$ cat src/rtl/wpc_cfg.svh
// Purpose: constants for the watchpoint comparator block
// Assumes: 32-bit classic wishbone register port
// Notes: big-endian lanes, lane 0 is data[31:24]
`ifndef WPC_CFG_SVH
`define WPC_CFG_SVH
`define WPC_OFS_FC0  32'h0000_0000
`define WPC_OFS_FC1  32'h0000_0004
`define WPC_OFS_FC2  32'h0000_0008
`define WPC_OFS_FC3  32'h0000_000C
`define WPC_OFS_LA0  32'h0000_0010
`define WPC_OFS_LA1  32'h0000_0014
`define WPC_OFS_LD0  32'h0000_0018
`define WPC_OFS_LD1  32'h0000_001C
`define WPC_OFS_FCTL 32'h0000_0020
`define WPC_OFS_LC1  32'h0000_0024
`define WPC_OFS_LC2  32'h0000_0028
`define WPC_OFS_STAT 32'h0000_002C
// fetch control: type per comparator, pairing bit per watch
`define WPC_ITYP(i)  2*(i)+:2
`define WPC_ICOMB(i) 8+(i)
// control 1: types E,F,G,H; sign, size and mask of G,H; read/write match of E,F
`define WPC_LTYP(i)  2*(i)+:2
`define WPC_LSGN(i)  8+(i)
`define WPC_LSIZ(i)  10+2*(i)+:2
`define WPC_LMSK(i)  16+4*(i)+:4
`define WPC_LRWV(i)  24+(i)
`define WPC_LRWC(i)  26+(i)
// control 2: selectors of load/store watch w
`define WPC_WIW(w)   16*(w)+:3
`define WPC_WADR(w)  16*(w)+3+:3
`define WPC_WDAT(w)  16*(w)+6+:3
`define WPC_SEL_DC   3'h0
`define WPC_SEL_A    3'h1
`define WPC_SEL_B    3'h2
`define WPC_SEL_AND  3'h3
`define WPC_SEL_OR   3'h4
`define WPC_SEL_IWN  3'h4
`define WPC_SZ_BYTE  2'h0
`define WPC_SZ_HALF  2'h1
`define WPC_SZ_WORD  2'h2
`define WPC_AM_WORD  32'hFFFF_FFFC
`define WPC_AM_HALF  32'hFFFF_FFFE
`define WPC_AM_BYTE  32'hFFFF_FFFF
`define WPC_ZERO32   32'h0000_0000
`define WPC_UPPER_Z  24'h00_0000
`endif

$ cat src/rtl/wpc_pkg.sv
// Purpose: types for the watchpoint comparator block
// Assumes: nothing beyond the cfg header
// Notes: state is one packed struct
package wpc_pkg;
  typedef enum logic [1:0] {
    WPC_CMP_EQ = 2'h0,
    WPC_CMP_NE = 2'h1,
    WPC_CMP_GT = 2'h3,
    WPC_CMP_LT = 2'h2
  } wpc_cmp_e;

  typedef struct packed {
    logic [3:0][31:0] fcmp;
    logic [1:0][31:0] lacmp;
    logic [1:0][31:0] ldcmp;
    logic [31:0]      fctl;
    logic [31:0]      lctl1;
    logic [31:0]      lctl2;
    logic             ack;
    logic [31:0]      rdat;
    logic [3:0]       fw;
    logic [1:0]       lw;
    logic [3:0]       dev;
  } wpc_state_s;
endpackage

$ cat src/rtl/wpc_top.sv
// Purpose: fetch and load/store watchpoint comparators
// Assumes: bus inputs synchronous to sys_clk, one cycle per access
// Notes: outputs are registered, one cycle after the access
//
// The register addresses and the Wishbone interface to the registers were chosen for this implementation.
`include "wpc_cfg.svh"

module wpc_top
  import wpc_pkg::*;
(
  input  wire logic        sys_clk,
  input  wire logic        rst,
  input  wire logic        wb_cyc_i,
  input  wire logic        wb_stb_i,
  input  wire logic        wb_we_i,
  input  wire logic [31:0] wb_adr_i,
  input  wire logic [3:0]  wb_sel_i,
  input  wire logic [31:0] wb_dat_i,
  output logic      [31:0] wb_dat_o,
  output logic             wb_ack_o,
  input  wire logic        ifetch_valid,
  input  wire logic [29:0] ifetch_addr,
  input  wire logic        ls_valid,
  input  wire logic        ls_write,
  input  wire logic [1:0]  ls_size,
  input  wire logic [31:0] ls_addr,
  input  wire logic [31:0] ls_data,
  output logic      [3:0]  fetch_watch,
  output logic      [1:0]  ldst_watch,
  output logic      [3:0]  ldst_data_event
);

  wpc_state_s s_r;
  wpc_state_s s_nxt;

  function automatic logic cmp_ev(
    input logic [1:0] t,
    input logic       eq,
    input logic       lt
  );
    case (wpc_cmp_e'(t))
      WPC_CMP_EQ: cmp_ev = eq;
      WPC_CMP_NE: cmp_ev = !eq;
      WPC_CMP_GT: cmp_ev = !eq && !lt;
      default:    cmp_ev = lt;
    endcase
  endfunction

  // unknown selector codes never fire; data pairs pass the per-lane and/or events
  function automatic logic pick_pair(
    input logic [2:0] sel,
    input logic       a,
    input logic       b,
    input logic       a_and_b,
    input logic       a_or_b
  );
    case (sel)
      `WPC_SEL_DC:  pick_pair = 1'b1;
      `WPC_SEL_A:   pick_pair = a;
      `WPC_SEL_B:   pick_pair = b;
      `WPC_SEL_AND: pick_pair = a_and_b;
      `WPC_SEL_OR:  pick_pair = a_or_b;
      default:      pick_pair = 1'b0;
    endcase
  endfunction

  function automatic logic [31:0] merge_be(
    input logic [31:0] old,
    input logic [31:0] nw,
    input logic [3:0]  sel
  );
    merge_be = old;
    for (int b = 0; b < 4; b++) begin
      if (sel[b]) begin
        merge_be[8*b+:8] = nw[8*b+:8];
      end
    end
  endfunction

  // fetch side
  logic [3:0] ieq;
  logic [3:0] ilt;
  logic [3:0] iev;
  logic [3:0] iw;

  genvar gi;
  generate
    for (gi = 0; gi < 4; gi++) begin : g_fetch
      assign ieq[gi] = ifetch_addr == s_r.fcmp[gi][31:2];
      assign ilt[gi] = ifetch_addr < s_r.fcmp[gi][31:2];
      assign iev[gi] = ifetch_valid &
                       cmp_ev(s_r.fctl[`WPC_ITYP(gi)], ieq[gi], ilt[gi]);
    end
    for (gi = 0; gi < 2; gi++) begin : g_fpair
      // and-pair for in range, or-pair for out of range
      assign iw[2*gi] = s_r.fctl[`WPC_ICOMB(2*gi)] ?
                        (iev[2*gi] & iev[2*gi+1]) : iev[2*gi];
      assign iw[2*gi+1] = s_r.fctl[`WPC_ICOMB(2*gi+1)] ?
                          (iev[2*gi] | iev[2*gi+1]) : iev[2*gi+1];
    end
  endgenerate

  // load/store address side
  logic [31:0] amask;
  logic [1:0]  lev;

  always_comb begin
    case (ls_size)
      `WPC_SZ_WORD: amask = `WPC_AM_WORD;
      `WPC_SZ_HALF: amask = `WPC_AM_HALF;
      default:      amask = `WPC_AM_BYTE;
    endcase
  end

  generate
    for (gi = 0; gi < 2; gi++) begin : g_laddr
      logic am_eq;
      logic am_lt;
      logic rw_ok;
      // aligned boundaries only; unaligned ranges may misfire
      assign am_eq = (ls_addr & amask) == (s_r.lacmp[gi] & amask);
      assign am_lt = (ls_addr & amask) < (s_r.lacmp[gi] & amask);
      assign rw_ok = !s_r.lctl1[`WPC_LRWC(gi)] ||
                     (ls_write == s_r.lctl1[`WPC_LRWV(gi)]);
      assign lev[gi] = ls_valid & rw_ok &
                       cmp_ev(s_r.lctl1[`WPC_LTYP(gi)], am_eq, am_lt);
    end
  endgenerate

  // byte lanes valid for this cycle
  logic [3:0] bvalid;
  generate
    for (gi = 0; gi < 4; gi++) begin : g_bval
      localparam logic [1:0] LANE = 2'(gi);
      assign bvalid[gi] = ls_valid &&
        ((ls_size == `WPC_SZ_WORD) ||
         (ls_size == `WPC_SZ_HALF && ls_addr[1] == LANE[1]) ||
         (ls_size == `WPC_SZ_BYTE && ls_addr[1:0] == LANE));
    end
  endgenerate

  // load/store data side
  logic [1:0][3:0] dmatch;

  genvar gd;
  genvar gl;
  generate
    for (gd = 0; gd < 2; gd++) begin : g_data
      logic [1:0] siz;
      logic       sgn;
      logic [3:0] act;
      logic [3:0] msk;
      logic [3:0] beq;
      logic [3:0] blt;
      logic       weq;
      logic       wlt;
      assign siz = s_r.lctl1[`WPC_LSIZ(gd)];
      assign sgn = s_r.lctl1[`WPC_LSGN(gd)];
      assign msk = s_r.lctl1[`WPC_LMSK(gd)];
      for (gl = 0; gl < 4; gl++) begin : g_lane
        localparam int HB = (gl / 2) * 2;
        logic [7:0] bd;
        logic [7:0] bc;
        logic       top;
        logic       heq;
        logic       hlt;
        assign bd = ls_data[31-8*gl-:8];
        assign bc = s_r.ldcmp[gd][31-8*gl-:8];
        assign act[gl] = !msk[3-gl];
        // sign only matters in the top byte of the merged group
        assign top = (siz == `WPC_SZ_BYTE) || (gl == HB && siz == `WPC_SZ_HALF) ||
                     (gl == 0);
        assign beq[gl] = act[gl] && (bd == bc);
        assign blt[gl] = act[gl] && ((top && sgn) ? ($signed(bd) < $signed(bc))
                                                  : (bd < bc));
        assign heq = beq[HB] & beq[HB+1];
        assign hlt = blt[HB] | (beq[HB] & blt[HB+1]);
        always_comb begin
          case (siz)
            `WPC_SZ_BYTE: dmatch[gd][gl] = bvalid[gl] & act[gl] &
              cmp_ev(s_r.lctl1[`WPC_LTYP(gd+2)], beq[gl], blt[gl]);
            `WPC_SZ_HALF: dmatch[gd][gl] = (&bvalid[HB+:2]) & (&act[HB+:2]) &
              cmp_ev(s_r.lctl1[`WPC_LTYP(gd+2)], heq, hlt);
            `WPC_SZ_WORD: dmatch[gd][gl] = (&bvalid) & (&act) &
              cmp_ev(s_r.lctl1[`WPC_LTYP(gd+2)], weq, wlt);
            default:      dmatch[gd][gl] = 1'b0;
          endcase
        end
      end
      assign weq = &beq;
      assign wlt = blt[0] | (beq[0] & (blt[1] | (beq[1] & (blt[2] |
                   (beq[2] & blt[3])))));
    end
  endgenerate

  logic [3:0] dev;
  assign dev[0] = |dmatch[0];
  assign dev[1] = |dmatch[1];
  assign dev[2] = |(dmatch[0] & dmatch[1]);
  assign dev[3] = |(dmatch[0] | dmatch[1]);

  // load/store watches
  logic [1:0] lw;
  generate
    for (gi = 0; gi < 2; gi++) begin : g_lw
      logic [2:0] isel;
      logic       iok;
      assign isel = s_r.lctl2[`WPC_WIW(gi)];
      // qualifier is the fetch watch of the same cycle
      assign iok = (isel == `WPC_SEL_DC) ||
                   (isel <= `WPC_SEL_IWN && iw[2'(isel - 3'h1)]);
      assign lw[gi] = ls_valid & iok &
                      pick_pair(s_r.lctl2[`WPC_WADR(gi)], lev[0], lev[1], lev[0] & lev[1],
                                lev[0] | lev[1]) &
                      pick_pair(s_r.lctl2[`WPC_WDAT(gi)], dev[0], dev[1], dev[2],
                                dev[3]);
    end
  endgenerate

  logic bus_req;
  logic upper_ok;
  assign bus_req = wb_cyc_i & wb_stb_i & !s_r.ack;
  assign upper_ok = wb_adr_i[31:8] == `WPC_UPPER_Z;

  always_comb begin
    s_nxt = s_r;
    s_nxt.ack = bus_req;
    s_nxt.rdat = `WPC_ZERO32;
    s_nxt.fw = iw;
    s_nxt.lw = lw;
    s_nxt.dev = dev;
    if (bus_req && !wb_we_i && upper_ok) begin
      case (wb_adr_i)
        `WPC_OFS_FC0:  s_nxt.rdat = s_r.fcmp[0];
        `WPC_OFS_FC1:  s_nxt.rdat = s_r.fcmp[1];
        `WPC_OFS_FC2:  s_nxt.rdat = s_r.fcmp[2];
        `WPC_OFS_FC3:  s_nxt.rdat = s_r.fcmp[3];
        `WPC_OFS_LA0:  s_nxt.rdat = s_r.lacmp[0];
        `WPC_OFS_LA1:  s_nxt.rdat = s_r.lacmp[1];
        `WPC_OFS_LD0:  s_nxt.rdat = s_r.ldcmp[0];
        `WPC_OFS_LD1:  s_nxt.rdat = s_r.ldcmp[1];
        `WPC_OFS_FCTL: s_nxt.rdat = s_r.fctl;
        `WPC_OFS_LC1:  s_nxt.rdat = s_r.lctl1;
        `WPC_OFS_LC2:  s_nxt.rdat = s_r.lctl2;
        `WPC_OFS_STAT: s_nxt.rdat = {22'h00_0000, s_r.fw, s_r.lw, s_r.dev};
        default:       s_nxt.rdat = `WPC_ZERO32;
      endcase
    end
    if (bus_req && wb_we_i && upper_ok) begin
      case (wb_adr_i)
        `WPC_OFS_FC0:  s_nxt.fcmp[0] = merge_be(s_r.fcmp[0], wb_dat_i, wb_sel_i);
        `WPC_OFS_FC1:  s_nxt.fcmp[1] = merge_be(s_r.fcmp[1], wb_dat_i, wb_sel_i);
        `WPC_OFS_FC2:  s_nxt.fcmp[2] = merge_be(s_r.fcmp[2], wb_dat_i, wb_sel_i);
        `WPC_OFS_FC3:  s_nxt.fcmp[3] = merge_be(s_r.fcmp[3], wb_dat_i, wb_sel_i);
        `WPC_OFS_LA0:  s_nxt.lacmp[0] = merge_be(s_r.lacmp[0], wb_dat_i, wb_sel_i);
        `WPC_OFS_LA1:  s_nxt.lacmp[1] = merge_be(s_r.lacmp[1], wb_dat_i, wb_sel_i);
        `WPC_OFS_LD0:  s_nxt.ldcmp[0] = merge_be(s_r.ldcmp[0], wb_dat_i, wb_sel_i);
        `WPC_OFS_LD1:  s_nxt.ldcmp[1] = merge_be(s_r.ldcmp[1], wb_dat_i, wb_sel_i);
        `WPC_OFS_FCTL: s_nxt.fctl = merge_be(s_r.fctl, wb_dat_i, wb_sel_i);
        `WPC_OFS_LC1:  s_nxt.lctl1 = merge_be(s_r.lctl1, wb_dat_i, wb_sel_i);
        `WPC_OFS_LC2:  s_nxt.lctl2 = merge_be(s_r.lctl2, wb_dat_i, wb_sel_i);
        default:       s_nxt.rdat = `WPC_ZERO32;
      endcase
    end
  end

  always_ff @(posedge sys_clk or posedge rst) begin
    if (rst) begin
      s_r <= '0;
    end else begin
      s_r <= s_nxt;
    end
  end

  assign wb_dat_o = s_r.rdat;
  assign wb_ack_o = s_r.ack;
  assign fetch_watch = s_r.fw;
  assign ldst_watch = s_r.lw;
  assign ldst_data_event = s_r.dev;
endmodule
$ cat config.mk
export PLATFORM = sky130hd
export DESIGN_NAME = wpc_top
export DESIGN_NICKNAME = d
export VERILOG_FILES = /design/src/rtl/wpc_pkg.sv /design/src/rtl/wpc_top.sv
export VERILOG_INCLUDE_DIRS = /design/src /design/src/rtl
export SDC_FILE = /design/constraint.sdc
export NUM_CORES = 1
export LEC_CHECK = 0
export BUFFER_PORTS_ARGS = -buffer_cell sky130_fd_sc_hd__buf_2
export CORE_MARGIN = 2
export CORE_UTILIZATION = 55
export DETAILED_ROUTE_END_ITERATION = 12
export MAX_ROUTING_LAYER = met4
export PLACE_DENSITY = 0.75
export SLEW_MARGIN = 20
export SYNTH_ARGS = -nofsm -noshare
export SYNTH_HDL_FRONTEND = slang
export SYNTH_SLANG_ARGS = --single-unit
$ cat constraint.sdc
create_clock -name sys_clk -period 15.87 [get_ports sys_clk]
set_clock_uncertainty 0.1 [all_clocks]
set_input_delay 2.3805 -clock sys_clk [delete_from_list [all_inputs] [get_ports sys_clk]]
set_output_delay 2.3805 -clock sys_clk [all_outputs]
set_load 0.03 [all_outputs]
# Word-level counts from Yosys, hierarchy flattened
# Cells that the tools add are included.
[classes] addsub=2 n_lt_le_gt_ge=26 n_eq_ne=68 mux=67 bitwise_logic=76 n_reduce_logical=200
[op_table] cell="one-hot mux 32 bit (12 select lines)" count=1
[op_table] cell="AND reduction 3 bit" count=44
[op_table] cell="equality test 32 x 5 -> 1 bit, second input constant" count=4
[op_table] cell="equality test 32 x 6 -> 1 bit, second input constant" count=4
[op_table] cell="less-than comparator 8 bit" count=16
[op_table] cell="equality test 30 bit" count=4
[op_table] cell="less-than comparator 30 bit" count=4
[op_table] cell="AND 32 bit" count=3
[op_table] cell="2-to-1 mux 32 bit" count=3
[op_table] cell="one-hot mux 1 bit (3 select lines)" count=28
[op_table] cell="equality test 32 bit" count=2
[op_table] cell="equality test 32 x 4 -> 1 bit, second input constant" count=2
[op_table] cell="equality test 8 bit" count=8
[op_table] cell="less-than comparator 32 bit" count=2
[op_table] cell="AND 1 bit" count=59
[op_table] cell="logical AND 1 bit" count=56
[op_table] cell="zero test 1 bit" count=52
[op_table] cell="equality test 32 x 3 -> 1 bit, second input constant" count=1
[op_table] cell="zero test 32 bit" count=1
[op_table] cell="2-to-1 mux 1 bit" count=28
[op_table] cell="equality test 2 bit, second input constant" count=13
[op_table] cell="equality test 2 x 1 -> 1 bit, second input constant" count=12
[op_table] cell="equality test 3 x 2 -> 1 bit, second input constant" count=8
[op_table] cell="zero test 2 bit" count=12
[op_table] cell="other kinds (20)" count=72
[word_totals] reg_bits=395 in_bits=172 output_inout_bits=43 elab_cells=488

# Longest topological paths before layout
[depth] ltp_word=20 mapped_depth=14 depth_no_buf=14

# Worst setup path after synthesis
# OpenSTA, ideal clock, no wires.
[synth_path] path_type="input port to flip-flop" start="input port ifetch_addr[20]" end="register s_r (netlist bit ldst_watch[0])" setup_ns=0.105 t_arrival_ns=4.848 required_ns=15.665 setup_slack_ns=10.817 cell_stages=11 path_buffers=0 path_cell_list="ha_1 > nand4_1 > or4_1 > nor4_1 > mux2i_1 > o221a_2 > nand2_1 > o21ai_0 > o311ai_1 > maj3_2 > nor4b_1"
[synth_via] elab_chain_len=14 word_cells_on_any_way=43 cone_classes="4 x order compare; 4 x eq/ne; 10 x mux; 11 x bitwise; 14 x reduce/logical"
[synth_rtl] item="from (decl)" line="wpc_top.sv:22" source="input wire logic [29:0] ifetch_addr,"
[synth_rtl] item="less-than comparator 30 bit or equality test 30 bit (tied branches)" line="wpc_top.sv:90, wpc_top.sv:89"
[synth_rtl] item="zero test 1 bit (on tied branches)" line="wpc_top.sv:44, wpc_top.sv:43"
[synth_rtl] item="logical AND 1 bit" line="wpc_top.sv:44" source="WPC_CMP_GT: cmp_ev = !eq && !lt;"
[synth_rtl] item="one-hot mux 1 bit (3 select lines)" line="wpc_top.sv:41" source="case (wpc_cmp_e'(t))"
[synth_rtl] item="AND 1 bit" line="wpc_top.sv:91" source="assign iev[gi] = ifetch_valid &"
[synth_rtl] item="AND 1 bit or bitwise OR 1 bit (tied branches)" line="wpc_top.sv:97, wpc_top.sv:99"
[synth_rtl] item="2-to-1 mux 1 bit (on tied branches)" line="wpc_top.sv:96, wpc_top.sv:98"
[synth_rtl] item="binary-select mux 1 bit (select 2 bit) (*)" line="wpc_top.sv:211" source="(isel <= `WPC_SEL_IWN && iw[2'(isel - 3'h1)]);"
[synth_rtl] item="2-to-1 mux 1 bit (implied by the code) (*)" line="wpc_top.sv:211"
[synth_rtl] item="logical AND 1 bit (*)" line="wpc_top.sv:211"
[synth_rtl] item="logical OR 1 bit (*)" line="wpc_top.sv:210" source="assign iok = (isel == `WPC_SEL_DC) ||"
[synth_rtl] item="AND 1 bit (*) (3 in a row)" line="wpc_top.sv:212" source="assign lw[gi] = ls_valid & iok &"
[synth_rtl] item="net lw[0]" line="wpc_top.sv:203" source="logic [1:0] lw;"
[synth_rtl] item="to (signal assigned)" line="wpc_top.sv:271" source="s_r <= s_nxt;"
[synth_rtl] item="to (decl)" line="wpc_top.sv:33" source="wpc_state_s s_r;"
# Mark *: on every way through the listed nets, which the timed path passes. The rest lies on a longest branch. The select of a mux whose other input is x is not followed.
# A chain may end at the register's enable or synchronous reset.

# Worst setup path in the final report
[layout_path] start="input port wb_adr_i[9]" end="register s_r[297] (netlist name)"
[layout_via] elab_chain_len=3 word_cells_on_any_way=4 cone_classes="4 x reduce/logical"
[layout_rtl] item="from (decl)" line="wpc_top.sv:16" source="input wire logic [31:0] wb_adr_i,"
[layout_rtl] item="zero test 24 bit (no line)"
[layout_rtl] item="logical AND 1 bit" line="wpc_top.sv:249" source="if (bus_req && wb_we_i && upper_ok) begin"
[layout_rtl] item="AND reduction 3 bit (no line) (*)"
# Mark *: on every way between the ends. The rest lies on a longest branch, timed or not.

==> flow_summary_export.csv <==
group,metric,value,unit
setup_path,end_kind,"flip-flop",
routing,viasPerCell,6.63,
timing,fmax,182,MHz
cells_and_area,final_cell_mix,"dfrtp_1 (395), mux2_2 (291), inv_1 (266), ha_1 (254), buf_2 (214)",
setup_path,cpPeakStageDelay,620,ps
timing,hold_ws,377,ps
synthesis,synth_nets,2895,
power,p_leak,13.1,nW
timing,min_period,5480,ps
power,switchingPower,0.541,mW
cts,clockRootBuffer,"clkbuf_16",
grt,grt_pass1_wl,131,mm
floorplanning,start_util,55.6,%
synthesis,synth_area,25200,sq um
timing,tns,0,ps
grt,grt_util_all_layers,37.8,%
synthesis,synth_top_area_share,39.2,%
hold_path,whs_path_depth,1,
cts,cts_buffers,43,
placement,post-dp-hpwl,64.9,mm
power,report.power.total,2.23,mW
synthesis,synth_largest_area_cell,"dfrtp_1",
routing,wl,86.9,mm
setup_path,crit_fanout,28,
floorplanning,io_pins,215,
routing,drc,0,
timing,slew_viol_final,0,
timing,setup_viol,0,
cells_and_area,nNetsFinal,3028,
placement,dp_cells,3157,
cts,clk_pin_slew_worst_paths,60,ps
routing,drtPass1Iterations,7,
power,p_int,1.69,mW
run_status,status,"complete, no violations",
synthesis,synth_async_sr_flop_share,100,%
cts,cts_resized,0,
cells_and_area,final_common_cell,"dfrtp_1",
synthesis,synth_area_leaders,"dfrtp_1 (39%), mux2_2 (13%), ha_1 (13%)",
routing,wl_per_cell,26.8,um
routing,initialDrtViolationCount,2537,
grt,grt_pass1_vias,21700,
grt,antenna_found_initial,4,
power,vdd_ir_drop_max,0.0795,mV
setup_path,path_cells,"buf_2 > nor4_1 > nand4_1 > nor4_2 > and2b_1 > and2_1 > buf_4 > nor2b_2 > buf_4 > nand2_1 > mux2_2",
grt,grt_max_degree,116,
grt,gr-total-overflow,0,
synthesis,ys_ff_latch,395,
timing,slew_headroom,13.1,%
routing,route.vias.total,21446,
job,drv_cap,0,
setup_path,cp.arrival,5840,ps
cts,clock_sinks,395,
cts,cts_setup_buffers,0,
routing,ant_nets,0,
synthesis,synth_edf_count,0,
power,p_per_area,79.8,nW/um^2
setup_path,r2r_cells,12,
timing,rsz0062_at_grt,"false",
cts,cts_hold_buffers,0,
floorplanning,die_y,218,um
cells_and_area,drive_gt1_share,25.2,%
timing,finalCritPeriodShare,34.6,%
setup_path,crit_required,16220,ps
cells_and_area,synthToLayoutAreaGrowth,10.8,%
timing,finalHoldViolations,0,
cts,cts_buffer_depth,3,
floorplanning,row_count,78,
synthesis,yosysSeqAreaShare,39.2,%
floorplanning,die-area,47600,sq um
setup_path,cpMaxStageDelayCell,"nor2b_2",
synthesis,yosysUniqueCellTypes,102,
floorplanning,core,45400,sq um
setup_path,cpMostUsedCell,"buf_4",
synthesis,avgSynthCellArea,10.2,sq um
floorplanning,dieWidth,218,um
synthesis,syn_inst,2469,
cts,clock_latency,580,ps
synthesis,synthFlopType,"dfrtp_1",
timing,tightest_slew,1270,ps
cts,cts_max_level,2,
power,p_clk_share,47.2,%
setup_path,worst_setup_path_start_kind,"primary input",
power,switching_share,24.2,%
power,pwr-share-seq,45.1,%
cells_and_area,final_cells,3237,
placement,port_buffers,214,
synthesis,ys_warn_count,0,
cts,cts_tree,"yes",
setup_path,crit_type,"primary input to flip-flop",
power,pwr-share-comb,7.7,%
hold_path,hp-class,"flip-flop to flip-flop",
placement,gp_congestion,1.04,
-- cells by family after synthesis --
family                   share of synthesized area, %
AO/OA/AOI/OAI                                    16.0
AND/OR/NAND/NOR                                  10.6
buffers and inverters                            7.08
flip-flops                                       39.2
multiplexers                                     14.0
adder cells (fa/ha/maj)                          12.7
XOR/XNOR                                        0.382
-- sequential cells by signal (all words and copies together) (netlist names) --
register	count
ldst_watch	2
g_data.siz	4
wb_ack_o	1
wb_dat_o	32
g_lw.isel	6
g_data.sgn	2
g_data.msk	8
s_r	268
g_data.g_lane.bc	64
ldst_data_event	4
fetch_watch	4
-- final cells by class --
cell class / instances / area, sq um
clock buffer: 60 / 1290
fill: 3765 / 17400
sequential: 395 / 9880
inverter: 268 / 1010
multi-input combinational: 1656 / 13600
timing repair buffer: 238 / 1250
antenna: 7 / 17.5
tap: 600 / 751
clock inverter: 13 / 168
-- path summary, 6_finish.rpt --
check                                           to                                  start  slack [ps]
setup reg to reg           ldst_watch[0]$_DFF_PP0_  g_data[0].g_lane[0].bc[7]$_DFFE_PP0P_       12010
hold reg to reg                 wb_ack_o$_DFF_PP0_                     wb_ack_o$_DFF_PP0_         380
max in group asynchronous    wb_dat_o[1]$_DFF_PP0_                                    rst       11460
min in group asynchronous   wb_dat_o[21]$_DFF_PP0_                                    rst        1860
setup / recovery              s_r[297]$_DFFE_PP0P_                            wb_adr_i[9]       10390
hold / removal                  wb_ack_o$_DFF_PP0_                     wb_ack_o$_DFF_PP0_         380
-- layer usage --
layer	vias up	routed length, um	GRT usage, %
met3	292	8910	8.70
met2	1227	38400	56.7
met4	0	4790	19.2
li1	9289	-	-
met1	10638	34700	48.1
met5	-	0	-
-- per-stage QoR --
| step | util (%) | area, sq um | setup slack, ps |
|---|---|---|---|
| finish | 61.7 | 28000 | 10390 |
| CTS | 61.6 | 28000 | 10480 |
| global placement | 58.4 | 26500 | 9940 |
| floorplan | - | 25200 | 2410 |
| global route | 61.6 | 28000 | 10180 |
| detailed placement | 58.4 | 26500 | 9890 |
-- power groups by stage --
stage	clock network, mW	registers (mW)	logic [mW]
3_5_place_dp	0	1.03	0.170
3_3_place_gp	0	1.03	0.163
4_1_cts	1.06	1.01	0.171
6_report	1.05	1.01	0.173
5_1_grt	1.10	1.01	0.191
2_1_floorplan	0	1.03	0.0909
-- synth_stat cells (9+ instances only) --
master     count
a211oi_1      26
a21o_1        20
a21oi_1      101
a221oi_1      51
a222oi_1      23
a22o_1        39
a22oi_1       38
a31oi_1       32
and2_1        20
and3_1        12
buf_2         17
buf_4         43
clkbuf_1      80
dfrtp_1      395
ha_1         254
inv_1        267
mux2_2       291
mux2i_1       26
nand2_1      181
nand2b_1      25
nand3_1       20
nand4_1       50
nor2_1        58
nor2b_1       17
nor3_1        22
nor4_1        16
o2111ai_1     12
o211ai_1      10
o21a_1         9
o21ai_0      120
o22ai_1       13
-- critical path: cells and delay by family --
kind          cells  cell delay (ps)
simple gates      7             2190
buf+inv           3              860
mux               1              380
No activity file was read; power rests on OpenSTA's default activity.
